===== src/core/ecs_pkg.sv =====
// Constants and types shared by the expander channel scan sequencer.
package ecs_pkg;
    // ------------------------------------------------------------------
    // Geometry
    // ------------------------------------------------------------------
    localparam int DEV_CH_W = 4;
    localparam int SUB_CH_W = 6;
    localparam int UNIT_W = 2;
    localparam logic [DEV_CH_W-1:0] MAX_DEV_SE = 4'hf;
    localparam logic [DEV_CH_W-1:0] MAX_DEV_DIFF = 4'h7;
    localparam logic [SUB_CH_W-1:0] MAX_SUB_SE = 6'h3f;
    localparam logic [SUB_CH_W-1:0] MAX_SUB_DIFF = 6'h1f;
    localparam logic [1:0] SUB_PER_GROUP_M1 = 2'h3;
    // ------------------------------------------------------------------
    // Unit count encodings (0, 1, 2 or 4 units)
    // ------------------------------------------------------------------
    localparam logic [2:0] UNITS_NONE = 3'h0;
    localparam logic [2:0] UNITS_ONE = 3'h1;
    localparam logic [2:0] UNITS_TWO = 3'h2;
    localparam logic [2:0] UNITS_FOUR = 3'h4;
    // ------------------------------------------------------------------
    // Scan modes and states
    // ------------------------------------------------------------------
    typedef enum logic [1:0] {
        ECS_MODE_LIST = 2'h0,
        ECS_MODE_RANGE = 2'h1,
        ECS_MODE_SINGLE = 2'h2
    } ecs_mode_t;
    typedef enum logic [1:0] {
        ECS_IDLE = 2'b00,
        ECS_RUN = 2'b01,
        ECS_LAST = 2'b11
    } ecs_state_t;
endpackage : ecs_pkg


===== src/core/ecs_sel_if.sv =====
// Interface carrying the current selection between the sequencer and its decoder.
`timescale 1ns/1ps
interface ecs_sel_if;
    logic [ecs_pkg::DEV_CH_W-1:0] dev_ch;
    logic [1:0] sub_idx;
    logic [ecs_pkg::UNIT_W-1:0] unit;
    logic expanded;
    logic [ecs_pkg::SUB_CH_W-1:0] sub_ch;
    logic [ecs_pkg::DEV_CH_W-1:0] mux_ch;
    modport seq (output dev_ch, output sub_idx, output unit, output expanded,
                 input sub_ch, input mux_ch);
    modport dec (input dev_ch, input sub_idx, input unit, input expanded,
                 output sub_ch, output mux_ch);
endinterface : ecs_sel_if


===== src/core/ecs_scan_seq.sv =====
// Scan sequencer that expands a channel list through external multiplexer units.
//
// Summary of operation
// - Unit count is 0, 1, 2 or 4, fixed before a scan starts.
// - One, two or four units give 4, 8 or 16 subchannels per entry.
// - With no units an entry selects its device channel, 0-15 or 0-7.
// - Each unit offers subchannels 0-63 single-ended or 0-31 differential.
// - Entry k selects subchannels 4k to 4k+3 on every attached unit.
// - Subchannels within a unit go in fixed ascending order.
// - With two units, unit 1's group goes before unit 2's group.
// - With four units, groups go in unit order 1, 2, 3, 4.
// - Entries are taken in list order, each fully expanded first.
// - Counters step device and expander multiplexers automatically.
// - Single specifier picks subchannel x on unit y, alone in the list.
// - Range specifier returns all subchannels of device channels x to y.
`timescale 1ns/1ps
module ecs_scan_seq #(
    parameter int LIST_DEPTH = 16
) (
    input wire logic ref_clk,
    input wire logic sys_rst,
    input wire logic [2:0] cfg_units,
    input wire logic cfg_diff,
    input wire ecs_pkg::ecs_mode_t cfg_mode,
    input wire logic [ecs_pkg::DEV_CH_W-1:0] range_first,
    input wire logic [ecs_pkg::DEV_CH_W-1:0] range_last,
    input wire logic [1:0] single_unit,
    input wire logic [ecs_pkg::SUB_CH_W-1:0] single_sub,
    input wire logic list_wr,
    input wire logic [$clog2(LIST_DEPTH)-1:0] list_wr_addr,
    input wire logic [ecs_pkg::DEV_CH_W-1:0] list_wr_data,
    input wire logic [$clog2(LIST_DEPTH+1)-1:0] list_len,
    input wire logic start,
    input wire logic stop,
    input wire logic conv_done,
    output logic busy,
    output logic cfg_error,
    output logic [ecs_pkg::DEV_CH_W-1:0] dev_mux_ch,
    output logic [ecs_pkg::UNIT_W-1:0] exp_unit,
    output logic [ecs_pkg::SUB_CH_W-1:0] exp_sub_ch,
    output logic exp_enable,
    output logic scan_done
);
    localparam int AW = $clog2(LIST_DEPTH);
    localparam int LW = $clog2(LIST_DEPTH+1);

    // ------------------------------------------------------------------
    // State and list storage
    // ------------------------------------------------------------------
    typedef struct packed {
        ecs_pkg::ecs_state_t state;
        ecs_pkg::ecs_mode_t mode;
        logic [2:0] units;
        logic diff;
        logic [AW-1:0] ptr;
        logic [ecs_pkg::DEV_CH_W-1:0] dev_ch;
        logic [ecs_pkg::DEV_CH_W-1:0] last_ch;
        logic [1:0] sub_idx;
        logic [1:0] unit;
        logic err;
        logic done;
        logic [ecs_pkg::DEV_CH_W-1:0] out_mux;
        logic [ecs_pkg::UNIT_W-1:0] out_unit;
        logic [ecs_pkg::SUB_CH_W-1:0] out_sub;
        logic out_en;
    } ecs_regs_t;

    ecs_regs_t r;
    ecs_regs_t next_r;
    logic [ecs_pkg::DEV_CH_W-1:0] list_mem [LIST_DEPTH];

    ecs_sel_if sel ();

    ecs_sel_decode u_dec (
        .sel(sel.dec)
    );

    // Writes to the scan list are refused while a scan runs.
    always_ff @(posedge ref_clk) begin
        if (list_wr && r.state == ecs_pkg::ECS_IDLE) begin
            list_mem[list_wr_addr] <= list_wr_data;
        end
    end

    // Last unit index for a unit count, or zero for no expanders.
    function automatic logic [1:0] last_unit(input logic [2:0] n);
        unique case (n)
            ecs_pkg::UNITS_TWO: last_unit = 2'h1;
            ecs_pkg::UNITS_FOUR: last_unit = 2'h3;
            default: last_unit = 2'h0;
        endcase
    endfunction : last_unit

    // Unit count legality; other codes are refused at start.
    function automatic logic units_ok(input logic [2:0] n);
        units_ok = (n == ecs_pkg::UNITS_NONE) || (n == ecs_pkg::UNITS_ONE) ||
                   (n == ecs_pkg::UNITS_TWO) || (n == ecs_pkg::UNITS_FOUR);
    endfunction : units_ok

    // Highest legal device channel for the input configuration.
    function automatic logic [ecs_pkg::DEV_CH_W-1:0] max_dev(input logic d, input logic [2:0] n);
        if (n == ecs_pkg::UNITS_NONE) begin
            max_dev = d ? ecs_pkg::MAX_DEV_DIFF : ecs_pkg::MAX_DEV_SE;
        end else begin
            max_dev = d ? ecs_pkg::MAX_SUB_DIFF[5:2] : ecs_pkg::MAX_SUB_SE[5:2];
        end
    endfunction : max_dev

    // Selection handed to the decoder.
    assign sel.dev_ch = r.dev_ch;
    assign sel.sub_idx = r.sub_idx;
    assign sel.unit = r.unit;
    assign sel.expanded = (r.units != ecs_pkg::UNITS_NONE);

    logic end_group;
    logic end_entry;
    logic [ecs_pkg::DEV_CH_W-1:0] start_ch;
    logic start_bad;

    // Position flags and start checks.
    always_comb begin
        end_group = (r.sub_idx == ecs_pkg::SUB_PER_GROUP_M1) || !sel.expanded ||
                    (r.mode == ecs_pkg::ECS_MODE_SINGLE);
        end_entry = end_group && ((r.unit == last_unit(r.units)) ||
                    (r.mode == ecs_pkg::ECS_MODE_SINGLE));
        start_ch = (cfg_mode == ecs_pkg::ECS_MODE_RANGE) ? range_first : list_mem[0];
        start_bad = !units_ok(cfg_units);
        unique case (cfg_mode)
            ecs_pkg::ECS_MODE_SINGLE: begin
                start_bad = start_bad || cfg_units == ecs_pkg::UNITS_NONE ||
                    single_unit > last_unit(cfg_units) ||
                    single_sub > (cfg_diff ? ecs_pkg::MAX_SUB_DIFF : ecs_pkg::MAX_SUB_SE);
            end
            ecs_pkg::ECS_MODE_RANGE: begin
                start_bad = start_bad || range_first > range_last ||
                    range_last > max_dev(cfg_diff, cfg_units);
            end
            default: begin
                start_bad = start_bad || list_len == '0 || start_ch > max_dev(cfg_diff, cfg_units);
            end
        endcase
    end

    // Next-state logic of the whole sequencer.
    always_comb begin
        next_r = r;
        next_r.done = 1'b0;
        next_r.out_mux = sel.mux_ch;
        next_r.out_sub = (r.mode == ecs_pkg::ECS_MODE_SINGLE) ? single_sub : sel.sub_ch;
        next_r.out_unit = r.unit;
        next_r.out_en = sel.expanded && r.state != ecs_pkg::ECS_IDLE;
        unique case (r.state)
            ecs_pkg::ECS_IDLE: begin
                if (start) begin
                    next_r.err = start_bad;
                    if (!start_bad) begin
                        next_r.units = cfg_units;
                        next_r.diff = cfg_diff;
                        next_r.mode = cfg_mode;
                        next_r.ptr = '0;
                        next_r.sub_idx = '0;
                        next_r.dev_ch = (cfg_mode == ecs_pkg::ECS_MODE_SINGLE) ?
                            single_sub[5:2] : start_ch;
                        next_r.unit = (cfg_mode == ecs_pkg::ECS_MODE_SINGLE) ? single_unit : 2'h0;
                        next_r.last_ch = range_last;
                        next_r.state = ecs_pkg::ECS_RUN;
                    end
                end
            end
            ecs_pkg::ECS_RUN, ecs_pkg::ECS_LAST: begin
                if (stop) begin
                    next_r.state = ecs_pkg::ECS_IDLE;
                end else if (conv_done) begin
                    if (!end_group) begin
                        next_r.sub_idx = r.sub_idx + 2'h1;
                    end else if (!end_entry) begin
                        next_r.sub_idx = '0;
                        next_r.unit = r.unit + 2'h1;
                    end else begin
                        next_r.sub_idx = '0;
                        next_r.unit = '0;
                        unique case (r.mode)
                            ecs_pkg::ECS_MODE_SINGLE: begin
                                // A single channel keeps its unit on every pass.
                                next_r.done = 1'b1;
                                next_r.unit = r.unit;
                            end
                            ecs_pkg::ECS_MODE_RANGE: begin
                                next_r.done = (r.dev_ch == r.last_ch);
                                next_r.dev_ch = next_r.done ? range_first : r.dev_ch + 4'h1;
                            end
                            default: begin
                                next_r.done = ({1'b0, r.ptr} == LW'(list_len - 1'b1));
                                next_r.ptr = next_r.done ? '0 : r.ptr + 1'b1;
                                next_r.dev_ch = list_mem[next_r.ptr];
                            end
                        endcase
                    end
                    next_r.state = next_r.done ? ecs_pkg::ECS_LAST : ecs_pkg::ECS_RUN;
                end
            end
            default: next_r.state = ecs_pkg::ECS_IDLE;
        endcase
    end

    // State register with synchronous reset.
    always_ff @(posedge ref_clk) begin
        if (sys_rst) begin
            r <= '0;
        end else begin
            r <= next_r;
        end
    end

    // Scans repeat until stopped; each pass ends with one scan_done pulse.
    assign busy = (r.state != ecs_pkg::ECS_IDLE);
    assign cfg_error = r.err;
    assign dev_mux_ch = r.out_mux;
    assign exp_unit = r.out_unit;
    assign exp_sub_ch = r.out_sub;
    assign exp_enable = r.out_en;
    assign scan_done = r.done;
endmodule : ecs_scan_seq


===== src/core/ecs_sel_decode.sv =====
// Decoder from scan position to expander subchannel and device multiplexer channel.
`timescale 1ns/1ps
module ecs_sel_decode (
    ecs_sel_if.dec sel
);
    // ------------------------------------------------------------------
    // Subchannel decode
    // ------------------------------------------------------------------
    // Entry k maps to subchannel 4k plus the position within the group.
    assign sel.sub_ch = {sel.dev_ch, sel.sub_idx};
    // Without expanders the entry picks its own device channel; with them the
    // device multiplexer follows the entry too, since units share that input.
    assign sel.mux_ch = sel.dev_ch;
endmodule : ecs_sel_decode


===== config.mk =====
export PLATFORM = sky130hd
export DESIGN_NAME = ecs_scan_seq
export DESIGN_NICKNAME = d
export VERILOG_FILES = /design/src/core/ecs_pkg.sv /design/src/core/ecs_sel_if.sv /design/src/core/ecs_scan_seq.sv /design/src/core/ecs_sel_decode.sv
export SDC_FILE = /design/constraint.sdc
export NUM_CORES = 1
export LEC_CHECK = 0
export ABC_AREA = 1
export CAP_MARGIN = 25
export CORE_MARGIN = 10
export CORE_UTILIZATION = 64
export DETAILED_ROUTE_END_ITERATION = 10
export DONT_BUFFER_PORTS = 1
export GPL_TIMING_DRIVEN = 0
export PLACE_DENSITY = 0.89
export SYNTH_ARGS = -nofsm -noshare
export SYNTH_HDL_FRONTEND = slang
export SYNTH_SLANG_ARGS = --single-unit

===== constraint.sdc =====
create_clock -name ref_clk -period 2.8 [get_ports ref_clk]
set_clock_uncertainty 0.2 [all_clocks]
set_input_delay 0.56 -clock ref_clk [delete_from_list [all_inputs] [get_ports ref_clk]]
set_output_delay 0.56 -clock ref_clk [all_outputs]
set_load 0.005 [all_outputs]

==> impl_summary.log <==
INFO  metric ctsHtreeMaxLevel = 3
INFO  metric vdd_drop_max = roughly 0.00040 V
INFO  metric final-setup-viol-count = 0
INFO  metric cts_hold_repair.buffers = 0
INFO  metric die-height = 110 um
INFO  metric whs = 0.0698 ns
INFO  metric critPathKind = input pin to register
INFO  metric post-route-cell-area = ~5600 sq um
INFO  metric dieWidth = between 100 and 150 um
INFO  metric timing.critical_path.to_type = register
INFO  metric syn-mean-instance-area = around 8.6 sq um
INFO  metric placed_area = ~5400 sq um
INFO  metric final_cell_mix = sky130_fd_sc_hd__nand2_1 (110), sky130_fd_sc_hd__inv_1 (82), sky130_fd_sc_hd__nor2_1 (76)
INFO  metric clk_pin_slew = between 0.1 and 0.15 ns
INFO  metric port-buffer-count = 0
INFO  metric cp_data_arrival_time = between 2 and 3 ns
INFO  metric route.final.wire_length = 12,700 um
INFO  metric routedWlPerCell = 17.4 um
INFO  metric synth_seq_area_share = 0.512
INFO  metric max-slew-margin-rel = 0.618
INFO  metric numCtsBuffers = 9
INFO  metric min_delay_startpoint = list_wr_data[1]
INFO  metric worstMarginPinSlew = between 0.5 and 0.6 ns
INFO  metric worst_r2r_startpoint = r[37]
INFO  metric fin_setup_tns = 0 ns
INFO  metric gp_routability_congestion = roughly 0.96
INFO  metric grt_antenna_before_repair = 0
INFO  metric areaGrowthSynthToFinish = 5.97%
INFO  metric number_of_clock_sinks = 102
INFO  metric finalHoldViolations = 0
INFO  metric grtUsageTotal = 0.198
INFO  metric top_level_ports = 57
INFO  metric synth.distinct_cells = 33
INFO  metric rsz0062_at_grt = no
INFO  metric clk-insertion-delay-late = around 0.38 ns
INFO  metric number_of_nets_produced_by_synthesis = about 670
INFO  metric worst_setup_path_start_kind = input pin
INFO  metric layout_commonest_cell = sky130_fd_sc_hd__nand2_1
INFO  metric grt_max_degree = 20
INFO  metric postSynthCellCount = between 600 and 700
INFO  metric final_util = 0.707
INFO  metric grt_overflow_total = 0
INFO  metric floorplan.rows = 32
INFO  metric post-dp-hpwl = 9410 um
INFO  metric rrSetupSlack = between 0.3 and 0.4 ns
INFO  metric synth-seq-cells = ~100
INFO  metric diodes = 0
INFO  metric initial_core_util = 0.667
INFO  metric power_leakage = 2.40 nW
INFO  metric post_route_cells_drive_above_1_share = 0.0990
INFO  metric timing.hold.worst.class = input pin to register
INFO  metric synth_warnings = 0
INFO  metric post_synth_instance_area = around 5200 sq um
INFO  metric drt_drc_violations_left = 0
INFO  metric cts_resized = 0
INFO  metric cell_type_with_the_highest_occurrence_count_on_the_critical_path = sky130_fd_sc_hd__nand2_1
INFO  metric core = just under 8000 sq um
INFO  metric timing.final.max_slew_violations = 0
INFO  metric design_power_total = ~3.4 mW
INFO  metric tcrit_tclk_final = 0.896
INFO  metric cts_setup_buffers = 0
INFO  metric num_vias = between 4,000 and 5,000
INFO  metric maxCapViolations = 0
INFO  metric timing.critical_path.slowest_cell_delay = between 0.3 and 0.4 ns
INFO  metric tritoncts_clock_tree = built
INFO  metric final_net_count = roughly 680
INFO  metric first_global_vias = 4,125
INFO  metric shortest_clock_period_the_worst_path_allows_after_layout = 2.51 ns
INFO  metric clk_root_buffer_cell = sky130_fd_sc_hd__clkbuf_8
INFO  metric drt_pass1_iterations = 7
INFO  metric drt-vias-per-instance = 5.85
INFO  metric timing.fmax = roughly 400 MHz
INFO  metric ant_nets = 0
INFO  metric worstPathBufferInverterCount = 1
INFO  metric die_area = 12,200 sq um
INFO  metric grt_pass1_wl = roughly 20,000 um
INFO  metric worstSetupStartpoint = cfg_units[0]
INFO  metric crit_family = simple AND/OR/NAND/NOR gates
INFO  metric power_density = approximately 610 nW/um^2
INFO  metric critPathRequiredTime = between 2 and 3 ns
INFO  metric critical_path.cell_chain = nor2_1 -> nand2_1 -> ha_1 -> inv_1 -> nor2_1 -> o21ai_0 -> nand3_1 -> a21oi_1 -> nand2_1 -> nand2_2 -> nand2_1 -> nand2_1 -> nand4_2 -> nand2_1 -> nand2_1 -> a21oi_1
INFO  metric initialDrtViolationCount = 396
INFO  metric run_status = finished clean
INFO  metric path_max_fanout = 8
INFO  metric cts_buffer_depth = 2
INFO  metric worst_path_max_delay_cell = sky130_fd_sc_hd__ha_1
worst register-to-register path, cell delays in order, from the launching register on:
cell and delay [ns]:
sky130_fd_sc_hd__dfxtp_1 0.40, sky130_fd_sc_hd__nor2_1 0.30, sky130_fd_sc_hd__inv_1 0.20, sky130_fd_sc_hd__nor2_1 0.34, sky130_fd_sc_hd__nand3_1 0.27, sky130_fd_sc_hd__nor2_1 0.40
kinds of logic after synthesis:
| group | synth area share |
|---|---|
| flip-flops | 0.512 |
| AO/OA/AOI/OAI | 0.106 |
| buffers and inverters | 0.102 |
| AND/OR/NAND/NOR | 0.226 |
| XOR/XNOR | 0.0184 |
| adder cells (fa/ha/maj) | 0.0358 |
routing by layer:
metal  track usage  vias to the layer above  part of all wire
met1         0.215                     1964              0.37
met4        0.0760                        0             0.027
met5             0                        -                 0
met3        0.0605                       38             0.098
li1              -                     2030                 -
met2         0.351                      229              0.50
synthesized netlist by cell type, drive strengths merged:
library cell	n	area [sq um]
nand2	118	478
inv	87	327
nor2	78	298
edfxtp	64	1920
nand3	54	270
o21ai	42	210
dfxtp	38	761
a21oi	31	170
buf	23	186
o211ai	17	128
ha	15	188
xor2	9	78.8
or2	8	50.1
nand4	7	56.3
clkbuf	6	22.5
nor3	3	15.0
nand3b	2	15.0
o2111ai	2	17.5
o22ai	2	12.5
xnor2	2	17.5
a211oi	1	7.51
o31ai	1	7.51
per-stage QoR:
step / std cells / worst slack (ns)
3_3_place_gp: 712 / 0.0790
6_report: 728 / 0.291
3_5_place_dp: 712 / -0.0132
2_1_floorplan: 610 / 0.323
5_1_grt: 728 / 0.140
4_1_cts: 728 / 0.352
final cells by class:
cell class	instances	area (sq um)
inverter	87	327
clock inverter	6	57.6
multi-input combinational	392	2020
clock buffer	10	128
fill	600	2300
tap	102	128
sequential	102	2680
buffer	29	209
state kept, by name (all words and copies together) (netlist names):
register     cells
sel.dev_ch       4
exp_unit         2
dev_mux_ch       4
scan_done        1
cfg_error        1
exp_enable       1
list_mem        64
sel.sub_idx      2
r               15
sel.unit         2
exp_sub_ch       6
power breakdown:
group / internal [mW] / total (mW) / switching [mW] / leakage (nW)
clock: 0.350 / 0.905 / 0.556 / 0.0961
combinational: 0.267 / 0.755 / 0.488 / 1.41
sequential: 1.66 / 1.71 / 0.0495 / 0.889
total: 2.28 / 3.37 / 1.09 / 2.40
path summary, 6_finish.rpt:
check / to / cells past startpoint
max: sel.dev_ch[0] / 16
min: list_mem[4][1] / 0
max reg2reg: list_mem[15][3] / 5
min reg2reg: r[38] / 2
Power figures use the tool's default switching activity.
